==> config.mk <==
export PLATFORM = sky130hd
export DESIGN_NAME = spihse_engine
export DESIGN_NICKNAME = d
export VERILOG_FILES = /design/src/spihse_pkg.sv /design/src/spihse_divider.sv /design/src/spihse_engine.sv
export VERILOG_INCLUDE_DIRS = /design/src
export SDC_FILE = /design/constraint.sdc
export NUM_CORES = 1
export LEC_CHECK = 0
export BUFFER_PORTS_ARGS = -buffer_cell sky130_fd_sc_hd__buf_2
export CAP_MARGIN = 20
export CORE_ASPECT_RATIO = 0.8
export CORE_MARGIN = 3
export CORE_UTILIZATION = 55
export CTS_CLUSTER_DIAMETER = 60
export DETAILED_ROUTE_END_ITERATION = 8
export PLACE_DENSITY = 0.84
export SYNTH_ARGS = -nofsm -noshare
export SYNTH_HDL_FRONTEND = slang
export SYNTH_HIERARCHICAL = 1
export SYNTH_SLANG_ARGS = --single-unit
==> constraint.sdc <==
create_clock -name clk -period 2.5 [get_ports clk]
set_input_delay 0.25 -clock clk [delete_from_list [all_inputs] [get_ports clk]]
set_output_delay 0.25 -clock clk [all_outputs]
set_load 0.1 [all_outputs]
==> src/spihse_consts.svh <==
// constants for the serial host shift engine
`ifndef SPIHSE_CONSTS_SVH
`define SPIHSE_CONSTS_SVH

// ==========================================================
// register offsets
`define SPIHSE_OFF_CONTROL  3'h0
`define SPIHSE_OFF_STATUS   3'h1
`define SPIHSE_OFF_DATA0    3'h2
`define SPIHSE_OFF_DATA1    3'h3
`define SPIHSE_OFF_DATA2    3'h4
`define SPIHSE_OFF_DATA3    3'h5
`define SPIHSE_OFF_DEBUG    3'h6

// ==========================================================
// control register fields
`define SPIHSE_CTL_CPOL     7
`define SPIHSE_CTL_CPHA     6
`define SPIHSE_CTL_LEN_HI   5
`define SPIHSE_CTL_LEN_LO   4
`define SPIHSE_CTL_MAN      3
`define SPIHSE_CTL_SEL_HI   2
`define SPIHSE_CTL_SEL_LO   0

// ==========================================================
// status register fields
`define SPIHSE_ST_IRQSEL_HI 7
`define SPIHSE_ST_IRQSEL_LO 6
`define SPIHSE_ST_CLK_HI    5
`define SPIHSE_ST_CLK_LO    4
`define SPIHSE_ST_ROUTE     3
`define SPIHSE_ST_LSB       2
`define SPIHSE_ST_EXTIRQ    1
`define SPIHSE_ST_BUSY      0
`define SPIHSE_ST_WMASK     8'hFC

// ==========================================================
// debug register fields
`define SPIHSE_DBG_SLOT     2
`define SPIHSE_DBG_LOOP     1
`define SPIHSE_DBG_WMASK    8'h06

// ==========================================================
// select encodings and counts
`define SPIHSE_SEL_NONE     3'h0
`define SPIHSE_SEL_T0       3'h1
`define SPIHSE_SEL_T1       3'h2
`define SPIHSE_RESET_BYTE   8'h00
`define SPIHSE_BITS_8       6'h08
`define SPIHSE_DIV_BASE     6'h20

`endif

==> src/spihse_pkg.sv <==
// types for the serial host shift engine
package spihse_pkg;
    typedef enum logic [1:0] {
        SPIHSE_IDLE,
        SPIHSE_LEAD,
        SPIHSE_TRAIL
    } spihse_state_type;
endpackage

==> src/spihse_divider.sv <==
// serial clock rate divider producing one-cycle enable pulses
`timescale 1ns/1ps
`include "spihse_consts.svh"

module spihse_divider #(
    parameter int CNT_W = 6
) (
    // clock and reset
    input  wire logic             clk,
    input  wire logic             rstn,
    // control
    input  wire logic             run,
    input  wire logic [1:0]       rate,
    // half-period tick
    output logic                  tick
);
    typedef struct packed {
        logic [CNT_W-1:0] cnt;
        logic             tick;
    } spihse_div_state_type;

    spihse_div_state_type state_reg;
    spihse_div_state_type state_next;
    logic [CNT_W-1:0]     half;

    // half period in clocks: 16, 8, 4, 2 for rate 00..11
    assign half = CNT_W'((`SPIHSE_DIV_BASE >> rate) >> 1);

    always_comb begin
        state_next = state_reg;
        state_next.tick = 1'b0;
        if (!run) begin
            state_next.cnt = '0;
        end else if (state_reg.cnt == half - CNT_W'(1)) begin
            state_next.cnt = '0;
            state_next.tick = 1'b1;
        end else begin
            state_next.cnt = state_reg.cnt + CNT_W'(1);
        end
    end

    always_ff @(posedge clk or negedge rstn) begin
        if (!rstn) begin
            state_reg <= '0;
        end else begin
            state_reg <= state_next;
        end
    end

    assign tick = state_reg.tick;
endmodule

==> src/spihse_engine.sv <==
// serial host shift engine with register port and target selects
`timescale 1ns/1ps
`include "spihse_consts.svh"

module spihse_engine #(
    parameter int DATA_W = 32,
    parameter int CNT_W  = 6
) (
    // clock and reset
    input  wire logic        clk,
    input  wire logic        rstn,
    // register port
    input  wire logic [2:0]  reg_addr,
    input  wire logic [7:0]  reg_wdata,
    input  wire logic        reg_wr,
    input  wire logic        reg_rd,
    output logic      [7:0]  reg_rdata,
    // serial link
    output logic             sclk,
    output logic             mosi,
    input  wire logic        miso,
    output logic             target_select_0_n,
    output logic             target_select_1_n,
    // interrupt side
    input  wire logic        expansion_irq_pin_n,
    output logic             irq_request,
    output logic [1:0]       irq_line,
    output logic             irq_slot_drive_n
);
    typedef struct packed {
        spihse_pkg::spihse_state_type fsm;
        logic [7:0]        ctl;
        logic [7:0]        st;
        logic [7:0]        dbg;
        logic [DATA_W-1:0] data;
        logic [CNT_W-1:0]  bits_left;
        logic              busy;
        logic              sclk;
        logic              mosi;
        logic              ss0_n;
        logic              ss1_n;
        logic              irq;
        logic              slot_n;
        logic [7:0]        rdata;
    } spihse_core_type;

    spihse_core_type s_reg;
    spihse_core_type s_next;
    logic            tick;
    logic            run;
    logic            serial_in;
    logic [CNT_W-1:0] frame_bits;
    logic            lsb_first;
    logic            cpol;
    logic            cpha;
    logic [2:0]      sel;
    logic            ext_irq;

    // ==========================================================
    // rate divider
    assign run = (s_reg.fsm != spihse_pkg::SPIHSE_IDLE);

    spihse_divider #(
        .CNT_W (CNT_W)
    ) u_div (
        .clk  (clk),
        .rstn (rstn),
        .run  (run),
        .rate (s_reg.st[`SPIHSE_ST_CLK_HI:`SPIHSE_ST_CLK_LO]),
        .tick (tick)
    );

    // ==========================================================
    // decoded fields
    assign lsb_first  = s_reg.st[`SPIHSE_ST_LSB];
    assign cpol       = s_reg.ctl[`SPIHSE_CTL_CPOL];
    assign cpha       = s_reg.ctl[`SPIHSE_CTL_CPHA];
    assign sel        = s_reg.ctl[`SPIHSE_CTL_SEL_HI:`SPIHSE_CTL_SEL_LO];
    // 8 bits per length step
    assign frame_bits = CNT_W'({1'b0,
        s_reg.ctl[`SPIHSE_CTL_LEN_HI:`SPIHSE_CTL_LEN_LO]} + 3'h1)
        * `SPIHSE_BITS_8;
    // loopback takes the bit being driven; pin keeps driving
    assign serial_in  = s_reg.dbg[`SPIHSE_DBG_LOOP] ? s_reg.mosi
                                                     : miso;
    // pin is a level, external interrupt mirrors it
    assign ext_irq    = ~expansion_irq_pin_n;

    // bit to present on mosi for the current data word
    function automatic logic out_bit(input logic [DATA_W-1:0] d,
                                     input logic lsb,
                                     input logic [CNT_W-1:0] nbits);
        logic r;
        r = 1'b0;
        if (lsb) begin
            // low end of the frame lies at bit DATA_W-nbits
            r = d[DATA_W - int'(nbits)];
        end else begin
            r = d[DATA_W-1];
        end
        return r;
    endfunction

    always_comb begin
        s_next = s_reg;
        s_next.rdata = 8'h00;

        // ======================================================
        // status flags
        s_next.st[`SPIHSE_ST_EXTIRQ] = ext_irq;
        // the pin only feeds the status flag, so the request stays low
        s_next.irq = 1'b0;
        s_next.slot_n = ~s_reg.dbg[`SPIHSE_DBG_SLOT];

        // ======================================================
        // register writes
        if (reg_wr) begin
            case (reg_addr)
                `SPIHSE_OFF_CONTROL: s_next.ctl = reg_wdata;
                `SPIHSE_OFF_STATUS: begin
                    s_next.st = (reg_wdata & `SPIHSE_ST_WMASK)
                        | (s_next.st & ~`SPIHSE_ST_WMASK);
                end
                `SPIHSE_OFF_DATA0: s_next.data[7:0]   = reg_wdata;
                `SPIHSE_OFF_DATA1: s_next.data[15:8]  = reg_wdata;
                `SPIHSE_OFF_DATA2: s_next.data[23:16] = reg_wdata;
                `SPIHSE_OFF_DATA3: s_next.data[31:24] = reg_wdata;
                `SPIHSE_OFF_DEBUG: begin
                    s_next.dbg = reg_wdata & `SPIHSE_DBG_WMASK;
                end
                default: ;
            endcase
        end

        // ======================================================
        // shift machine
        case (s_reg.fsm)
            spihse_pkg::SPIHSE_IDLE: begin
                s_next.sclk = cpol;
                if (reg_wr && reg_addr == `SPIHSE_OFF_DATA3) begin
                    s_next.busy = 1'b1;
                    s_next.bits_left = frame_bits;
                    s_next.fsm = spihse_pkg::SPIHSE_LEAD;
                    s_next.mosi = out_bit(s_next.data, lsb_first,
                                          frame_bits);
                end
            end
            spihse_pkg::SPIHSE_LEAD: begin
                // first edge of a bit: sample unless phase delays it
                if (tick) begin
                    s_next.sclk = ~s_reg.sclk;
                    if (!cpha) begin
                        if (lsb_first) begin
                            s_next.data = {serial_in,
                                           s_reg.data[DATA_W-1:1]};
                        end else begin
                            s_next.data = {s_reg.data[DATA_W-2:0],
                                           serial_in};
                        end
                    end
                    s_next.fsm = spihse_pkg::SPIHSE_TRAIL;
                end
            end
            spihse_pkg::SPIHSE_TRAIL: begin
                if (tick) begin
                    s_next.sclk = ~s_reg.sclk;
                    if (cpha) begin
                        if (lsb_first) begin
                            s_next.data = {serial_in,
                                           s_reg.data[DATA_W-1:1]};
                        end else begin
                            s_next.data = {s_reg.data[DATA_W-2:0],
                                           serial_in};
                        end
                    end
                    s_next.bits_left = s_reg.bits_left - CNT_W'(1);
                    if (s_reg.bits_left == CNT_W'(1)) begin
                        s_next.busy = 1'b0;
                        s_next.fsm = spihse_pkg::SPIHSE_IDLE;
                    end else begin
                        s_next.mosi = out_bit(s_next.data, lsb_first,
                                              frame_bits);
                        s_next.fsm = spihse_pkg::SPIHSE_LEAD;
                    end
                end
            end
            default: s_next.fsm = spihse_pkg::SPIHSE_IDLE;
        endcase
        s_next.st[`SPIHSE_ST_BUSY] = s_next.busy;

        // ======================================================
        // target selects
        s_next.ss0_n = 1'b1;
        s_next.ss1_n = 1'b1;
        if (s_next.ctl[`SPIHSE_CTL_MAN] || s_next.busy) begin
            if (s_next.ctl[`SPIHSE_CTL_SEL_HI:`SPIHSE_CTL_SEL_LO]
                    == `SPIHSE_SEL_T0) begin
                s_next.ss0_n = 1'b0;
            end else if (s_next.ctl[`SPIHSE_CTL_SEL_HI:`SPIHSE_CTL_SEL_LO]
                    == `SPIHSE_SEL_T1) begin
                s_next.ss1_n = 1'b0;
            end
        end

        // ======================================================
        // register reads, data valid the next cycle
        if (reg_rd) begin
            case (reg_addr)
                `SPIHSE_OFF_CONTROL: s_next.rdata = s_reg.ctl;
                `SPIHSE_OFF_STATUS:  s_next.rdata = s_reg.st;
                `SPIHSE_OFF_DATA0:   s_next.rdata = s_reg.data[7:0];
                `SPIHSE_OFF_DATA1:   s_next.rdata = s_reg.data[15:8];
                `SPIHSE_OFF_DATA2:   s_next.rdata = s_reg.data[23:16];
                `SPIHSE_OFF_DATA3:   s_next.rdata = s_reg.data[31:24];
                `SPIHSE_OFF_DEBUG:   s_next.rdata = s_reg.dbg;
                default:             s_next.rdata = 8'h00;
            endcase
        end
    end

    always_ff @(posedge clk or negedge rstn) begin
        if (!rstn) begin
            s_reg <= '0;
            s_reg.fsm <= spihse_pkg::SPIHSE_IDLE;
            s_reg.ss0_n <= 1'b1;
            s_reg.ss1_n <= 1'b1;
            s_reg.slot_n <= 1'b1;
        end else begin
            s_reg <= s_next;
        end
    end

    // ==========================================================
    // outputs, all from flops
    assign reg_rdata         = s_reg.rdata;
    assign sclk              = s_reg.sclk;
    assign mosi              = s_reg.mosi;
    assign target_select_0_n = s_reg.ss0_n;
    assign target_select_1_n = s_reg.ss1_n;
    assign irq_request       = s_reg.irq;
    assign irq_line = s_reg.st[`SPIHSE_ST_IRQSEL_HI:`SPIHSE_ST_IRQSEL_LO];
    assign irq_slot_drive_n  = s_reg.slot_n;
endmodule

==> results of run 1 <==
==> cell type report <==
cell class                      instances  share of cell area (%)
Multi-Input combinational cell        313                    48.1
Sequential cell                        78                    37.7
Timing Repair Buffer                   48                    6.02
Clock buffer                           11                    2.72
Tap cell                              108                    2.60
Inverter                               25                    1.81
Clock inverter                          5                    1.13
==> timing repair <==
action | CTS | global route
resized for setup | 0 | 0
endpoints found under the hold margin | 75 | 0
hold buffers | 1 | 0
==> layout by cell type (no fill, tap or decap), drive strengths merged, types with 5 or more instances in the layout <==
cell type	netlist	final
and2	6	6
o22ai	35	35
mux2i	70	70
nand2	24	24
a21oi	13	13
nor2	16	16
mux4	5	5
a22oi	5	5
nor2b	5	5
nand3	7	7
clkbuf	16	11
mux2	23	23
inv	25	25
dfrtp	75	75
buf	26	47
a211oi	7	7
ha	8	8
o21ai	21	21
==> cell usage after synthesis, types with 5 or more instances <==
cell type | instances | area share, %
a211oi_1 | 7 | 1.1
a21oi_1 | 13 | 1.4
a22oi_1 | 5 | 0.78
and2_1 | 6 | 0.78
buf_2 | 5 | 0.52
buf_4 | 18 | 2.8
clkbuf_1 | 16 | 1.3
dfrtp_1 | 75 | 39
ha_1 | 8 | 2.1
inv_1 | 25 | 2.0
mux2_2 | 23 | 5.4
mux2i_1 | 70 | 15
mux4_2 | 5 | 2.4
nand2_1 | 24 | 1.9
nand3_1 | 7 | 0.73
nor2_1 | 16 | 1.3
nor2b_1 | 5 | 0.65
o21ai_0 | 20 | 2.1
o22ai_1 | 35 | 4.6
==> final timing paths <==
kind                                     start                 to  slack [ns]
min in group asynchronous                 rstn       reg_rdata[4]        0.44
max                                  s_reg[77]  target_select_0_n        0.33
max reg2reg                          s_reg[77]  target_select_0_n        0.33
min                        expansion_irq_pin_n          s_reg[62]        0.02
min reg2reg                          s_reg[55]   irq_slot_drive_n        0.42
max in group asynchronous                 rstn  target_select_0_n        1.71
==> kinds of logic (layout without fill, tap and decap cells) <==
logic type               count (synthesis)  count (layout)  share of synthesized area, %
other                                    1               1                        0.0783
adder cells (fa/ha/maj)                  8               8                          2.09
XOR/XNOR                                 5               5                         0.915
flip-flops                              78              78                          40.8
buffers and inverters                   67              89                          7.11
AO/OA/AOI/OAI                          112             112                          15.9
multiplexers                            98              98                          22.4
AND/OR/NAND/NOR                         89              89                          10.7
==> critical path: stages (launching register included) <==
cell and delay (ns):
dfrtp_1 0.42, inv_1 0.10, ha_1 0.50, and2_1 0.31, a41oi_1 0.14, o22a_1 0.21, or2_2 0.31, nand4b_1 0.11
==> power by group <==
group	switching [W]	internal, W
clock	0.000480	0.000488
combinational	0.00133	0.000787
sequential	0.000426	0.00159
==> layer usage <==
| metal | vias up | part of all wire (%) | wire (um) | global-route usage [%] |
|---|---|---|---|---|
| li1 | 1722 | - | - | - |
| met5 | - | 0.097 | 12 | 0 |
| met2 | 205 | 44 | 5480 | 40.6 |
| met4 | 2 | 2.1 | 255 | 7.83 |
| met3 | 28 | 8.4 | 1040 | 7.65 |
| met1 | 1885 | 45 | 5560 | 37.9 |
==> metrics by stage <==
| step | setup slack [ns] | hold slack, ns | util, % | cells |
|---|---|---|---|---|
| 2_1_floorplan | 0.588 | -0.0456 | - | 458 |
| 3_3_place_gp | 0.501 | 0.302 | 60.8 | 571 |
| 3_5_place_dp | 0.374 | 0.304 | 60.8 | 571 |
| 4_1_cts | 0.344 | 0.00723 | 63.4 | 588 |
| 5_1_grt | 0.216 | 0.0164 | 63.4 | 588 |
| 6_report | 0.334 | 0.0226 | 63.4 | 588 |
==> flow_summary_export.csv, run 1 <==
group,metric,value,unit
grt,grtUsageTotal,26.9,%
cts,cts.sinks,78,
cts,cts_htree_levels,3,
pwr,vdd_drop_max,0.000570,V
cts,ctsRootBufferMaster,"clkbuf_8",
setup_path,start_kind,"flip-flop",
setup_path,cp_max_fo,17,
die,core,8200,um2
setup_path,end_kind,"flip-flop",
placement,port_buffers,31,
die,start_util,58.4,%
detailed_routing,drt_iter0_drc,435,
die,die_h,89.5,um
final_layout,register_area,1960,um2
timing,fin_setup_tns,0,ns
timing,slew_viol_final,0,
synthesis,yosys_warnings,6,
synthesis,ys_seq_area_share,40.8,%
run_status,outcome,"finished clean",
flow_run,drv_cap,0,
detailed_routing,via_per_inst,6.53,
final_layout,design_area,5200,um2
cts,cts_buffers,9,
synthesis,synth_edf_count,0,
detailed_routing,num_vias,3842,
die,top_level_ports,33,
timing,period_share,86.6,%
grt,antenna_found_initial,1,
hold_path,holdPathStages,2,
timing,rsz0062_at_grt,"false",
detailed_routing,ant_nets,0,
synthesis,synthFlopType,"dfrtp_1",
pwr,power_density,981,nW/um2
cts,post_cts_buffers,0,
grt,grt_pass1_wl,20000,um
cts,ctsLongestPathBuffers,2,
cts,clkLatencyLatePin,0.37,ns
final_layout,diodes,0,
grt,gr-total-overflow,0,
timing,tightestPinTransition,0.533,ns
grt,grt_pass1_vias,3812,
timing,maxSlewHeadroom,64.5,%
grt,grt_start_max_net_pins,79,
die,rows,29,
synthesis,syn_nets,483,
cts,cts_tree,"yes",
cts,clk_pin_slew,0.08,ns
setup_path,cp.arrival,2.47,ns
final_layout,nets,500,
setup_path,rr_worst_depth,7,
timing,hold_violations,0,
setup_path,setup.worst_path.class,"reg -> reg",
placement,gp_congestion,0.958,
final_layout,syn_to_final_growth,8.54,%
final_layout,multi_input_area,2500,um2
synthesis,async_flop_share,100,%
pwr,p_leak,2.26,nW
detailed_routing,drc_errors,0,
final_layout,nFillCells,647,
synthesis,synth_area_per_cell,10.5,um2
detailed_routing,wire_per_inst,21.0,um
hold_path,min_path_type,"in -> reg",
placement,hpwlAfterDp,8860,um
die,die_w,110,um
synthesis,synth.ff_latch_count,78,
final_layout,drive_gt1_share,21.3,%
die,die_area,9870,um2
synthesis,ys_types,65,
detailed_routing,drtPass1Iterations,5,
detailed_routing,totalWireLength,12300,um
timing,setup_viol,0,
placement,placement.cell_area,4990,um2
timing,clock.fmax,462,MHz
final_layout,largest_reg_flops,53,
timing,min_period,2.17,ns
synthesis,synthCells,458,
pwr,p_total,0.00510,W
timing,skew,0.0140,ns
setup_path,crit_required,2.80,ns
synthesis,synthesis.area,4790,um2
(Power assumes the default switching activity.)
==> run 2: changes to the inputs <==
CORE_UTILIZATION = 25   (was 55)
PLACE_DENSITY = 0.5   (was 0.84)
==> flow_summary_export.csv, run 2 (same netlist as run 1, synthesis figures left out) <==
group,metric,value,unit
pwr,vdd_drop_max,0.000355,V
die,top_level_ports,33,
cts,cts_htree_levels,3,
cts,cts.sinks,78,
timing,setup_viol,0,
cts,cts_buffers,9,
cts,ctsResizeCount,0,
timing,slew_viol_final,0,
die,rows,44,
final_layout,drive_gt1_share,21.6,%
final_layout,diodes,0,
detailed_routing,drtPass1Iterations,5,
setup_path,start_kind,"flip-flop",
die,die_h,130,um
setup_path,r2r_end,"target_select_1_n",
grt,antenna_found_initial,0,
grt,grt_pass1_vias,3582,
final_layout,syn_to_final_growth,14.5,%
run_status,outcome,"finished clean",
grt,grt_pass1_wl,21600,um
hold_path,min_path_type,"in -> reg",
setup_path,crit_required,2.77,ns
timing,fin_setup_tns,0,ns
die,start_util,26.0,%
cts,ctsRootBufferMaster,"clkbuf_16",
setup_path,end_kind,"flip-flop",
setup_path,cp_max_fo,10,
grt,grt_start_max_net_pins,43,
timing,period_share,82.7,%
detailed_routing,ant_nets,0,
final_layout,final-instance-count-excl-fill,738,
timing,min_period,2.07,ns
detailed_routing,wire_per_inst,18.7,um
detailed_routing,totalWireLength,13800,um
placement,port_buffers,31,
timing,tightestPinTransition,0.589,ns
hold_path,worstHoldEndpoint,"s_reg[62]",
setup_path,regToRegSetupSlack,0.43,ns
timing,maxSlewHeadroom,60.8,%
setup_path,startpoint,"s_reg[77]",
setup_path,critical_path_depth,7,
cts,ctsLongestPathBuffers,2,
final_layout,nets,505,
hold_path,holdPathStages,2,
cts,clkLatencyLatePin,0.34,ns
final_layout,final_cell_mix,"74 x dfrtp_1, 70 x mux2i_1, 35 x o22ai_1",
placement,hpwlAfterDp,10300,um
final_layout,nFillCells,1913,
pwr,power_density,981,nW/um2
setup_path,critical_path.max_stage_delay,0.41,ns
setup_path,rr_startpoint,"s_reg[77]",
setup_path,crit_chain,"inv_1, ha_1, and2_1, a41oi_1, o22a_1, or2_2, nand4b_1",
die,die_w,161,um
detailed_routing,drc_errors,0,
timing,clock.fmax,484,MHz
placement,gp_congestion,0.907,
detailed_routing,num_vias,3751,
grt,grtUsageTotal,13.5,%
detailed_routing,via_per_inst,5.08,
placement,dp.cells,721,
setup_path,rr_worst_depth,7,
setup_path,path_buf_inv,1,
cts,cts_tree,"yes",
setup_path,crit_family,"simple AND/OR/NAND/NOR gates",
die,die_area,20900,um2
flow_run,drv_cap,0,
final_layout,layout_commonest_cell,"dfrtp_1",
timing,rsz0062_at_grt,"false",
setup_path,cp_slowest_cell,"dfrtp_1",
setup_path,cp.arrival,2.34,ns
timing,hold_violations,0,
hold_path,hp-start,"expansion_irq_pin_n",
grt,gr-total-overflow,0,
setup_path,setup.worst_path.class,"reg -> reg",
die,core,18400,um2
cts,clk_pin_slew,0.05,ns
detailed_routing,drt_iter0_drc,247,
final_layout,largest_reg_flops,53,
timing,skew,0.0105,ns
pwr,p_leak,2.32,nW
[run 2: cell types whose count changed in the layout (fill, tap and decap cells not counted), moves of 3 or more]
cell / before / now
clkbuf_8: 10 / 2
buf_4: 15 / 21
clkbuf_1: 1 / 4
clkbuf_16: 0 / 9
[run 2: layout make-up]
cell class | count | area [um2] | share of cell area [%]
clock buffer | 15 | 268 | 4.88
clock inverter | 1 | 7.51 | 0.137
inverter | 25 | 93.8 | 1.71
multi-input combinational | 313 | 2500 | 45.6
sequential | 78 | 1960 | 35.7
tap | 253 | 317 | 5.77
timing repair buffer | 53 | 338 | 6.16
[run 2: timing repair]
| action | in CTS | in global routing |
|---|---|---|
| buffers inserted | 0 | 0 |
| hold endpoints to repair | 38 | 0 |
| hold buffers | 1 | 0 |
[run 2: stage by stage]
step	instance area [um2]	utilization [%]	setup WS, ns	power [W]	hold slack, ns
after floorplan	4790	-	0.588	0.00352	-0.0456
after global placement	5200	28.2	0.478	0.00414	0.289
after detailed placement	5200	28.2	0.457	0.00415	0.288
after CTS	5480	29.7	0.440	0.00541	0.0546
after global routing	5480	29.7	0.328	0.00569	0.0628
final	5480	29.7	0.433	0.00538	0.0636
[run 2: worst reg2reg max path, stage by stage, from the launching register on]
cell      delay (ns)
dfrtp_1         0.41
inv_1           0.09
ha_1            0.33
and2_1          0.30
a41oi_1         0.17
o22a_1          0.26
or2_2           0.33
nand4b_1        0.11
[run 2: report_power, final]
part           internal (W)  switching (W)  leakage [nW]
clock              0.000729       0.000498         0.130
combinational      0.000802        0.00131          1.17
sequential          0.00159       0.000442          1.02
[run 2: how the worst max path moves through the flow]
stage / endpoint / slack, ns
floorplan: mosi / 0.59
global placement: target_select_0_n / 0.48
detailed placement: target_select_0_n / 0.46
CTS: target_select_1_n / 0.44
global route: target_select_0_n / 0.33
finish: target_select_1_n / 0.43
[run 2: metal layers]
| metal | share of wire, % | GRT usage (%) |
|---|---|---|
| met1 | 53 | 20.9 |
| met3 | 5.3 | 3.30 |
| met4 | 1.1 | 3.59 |
| met2 | 41 | 18.4 |
| met5 | 0 | 0 |
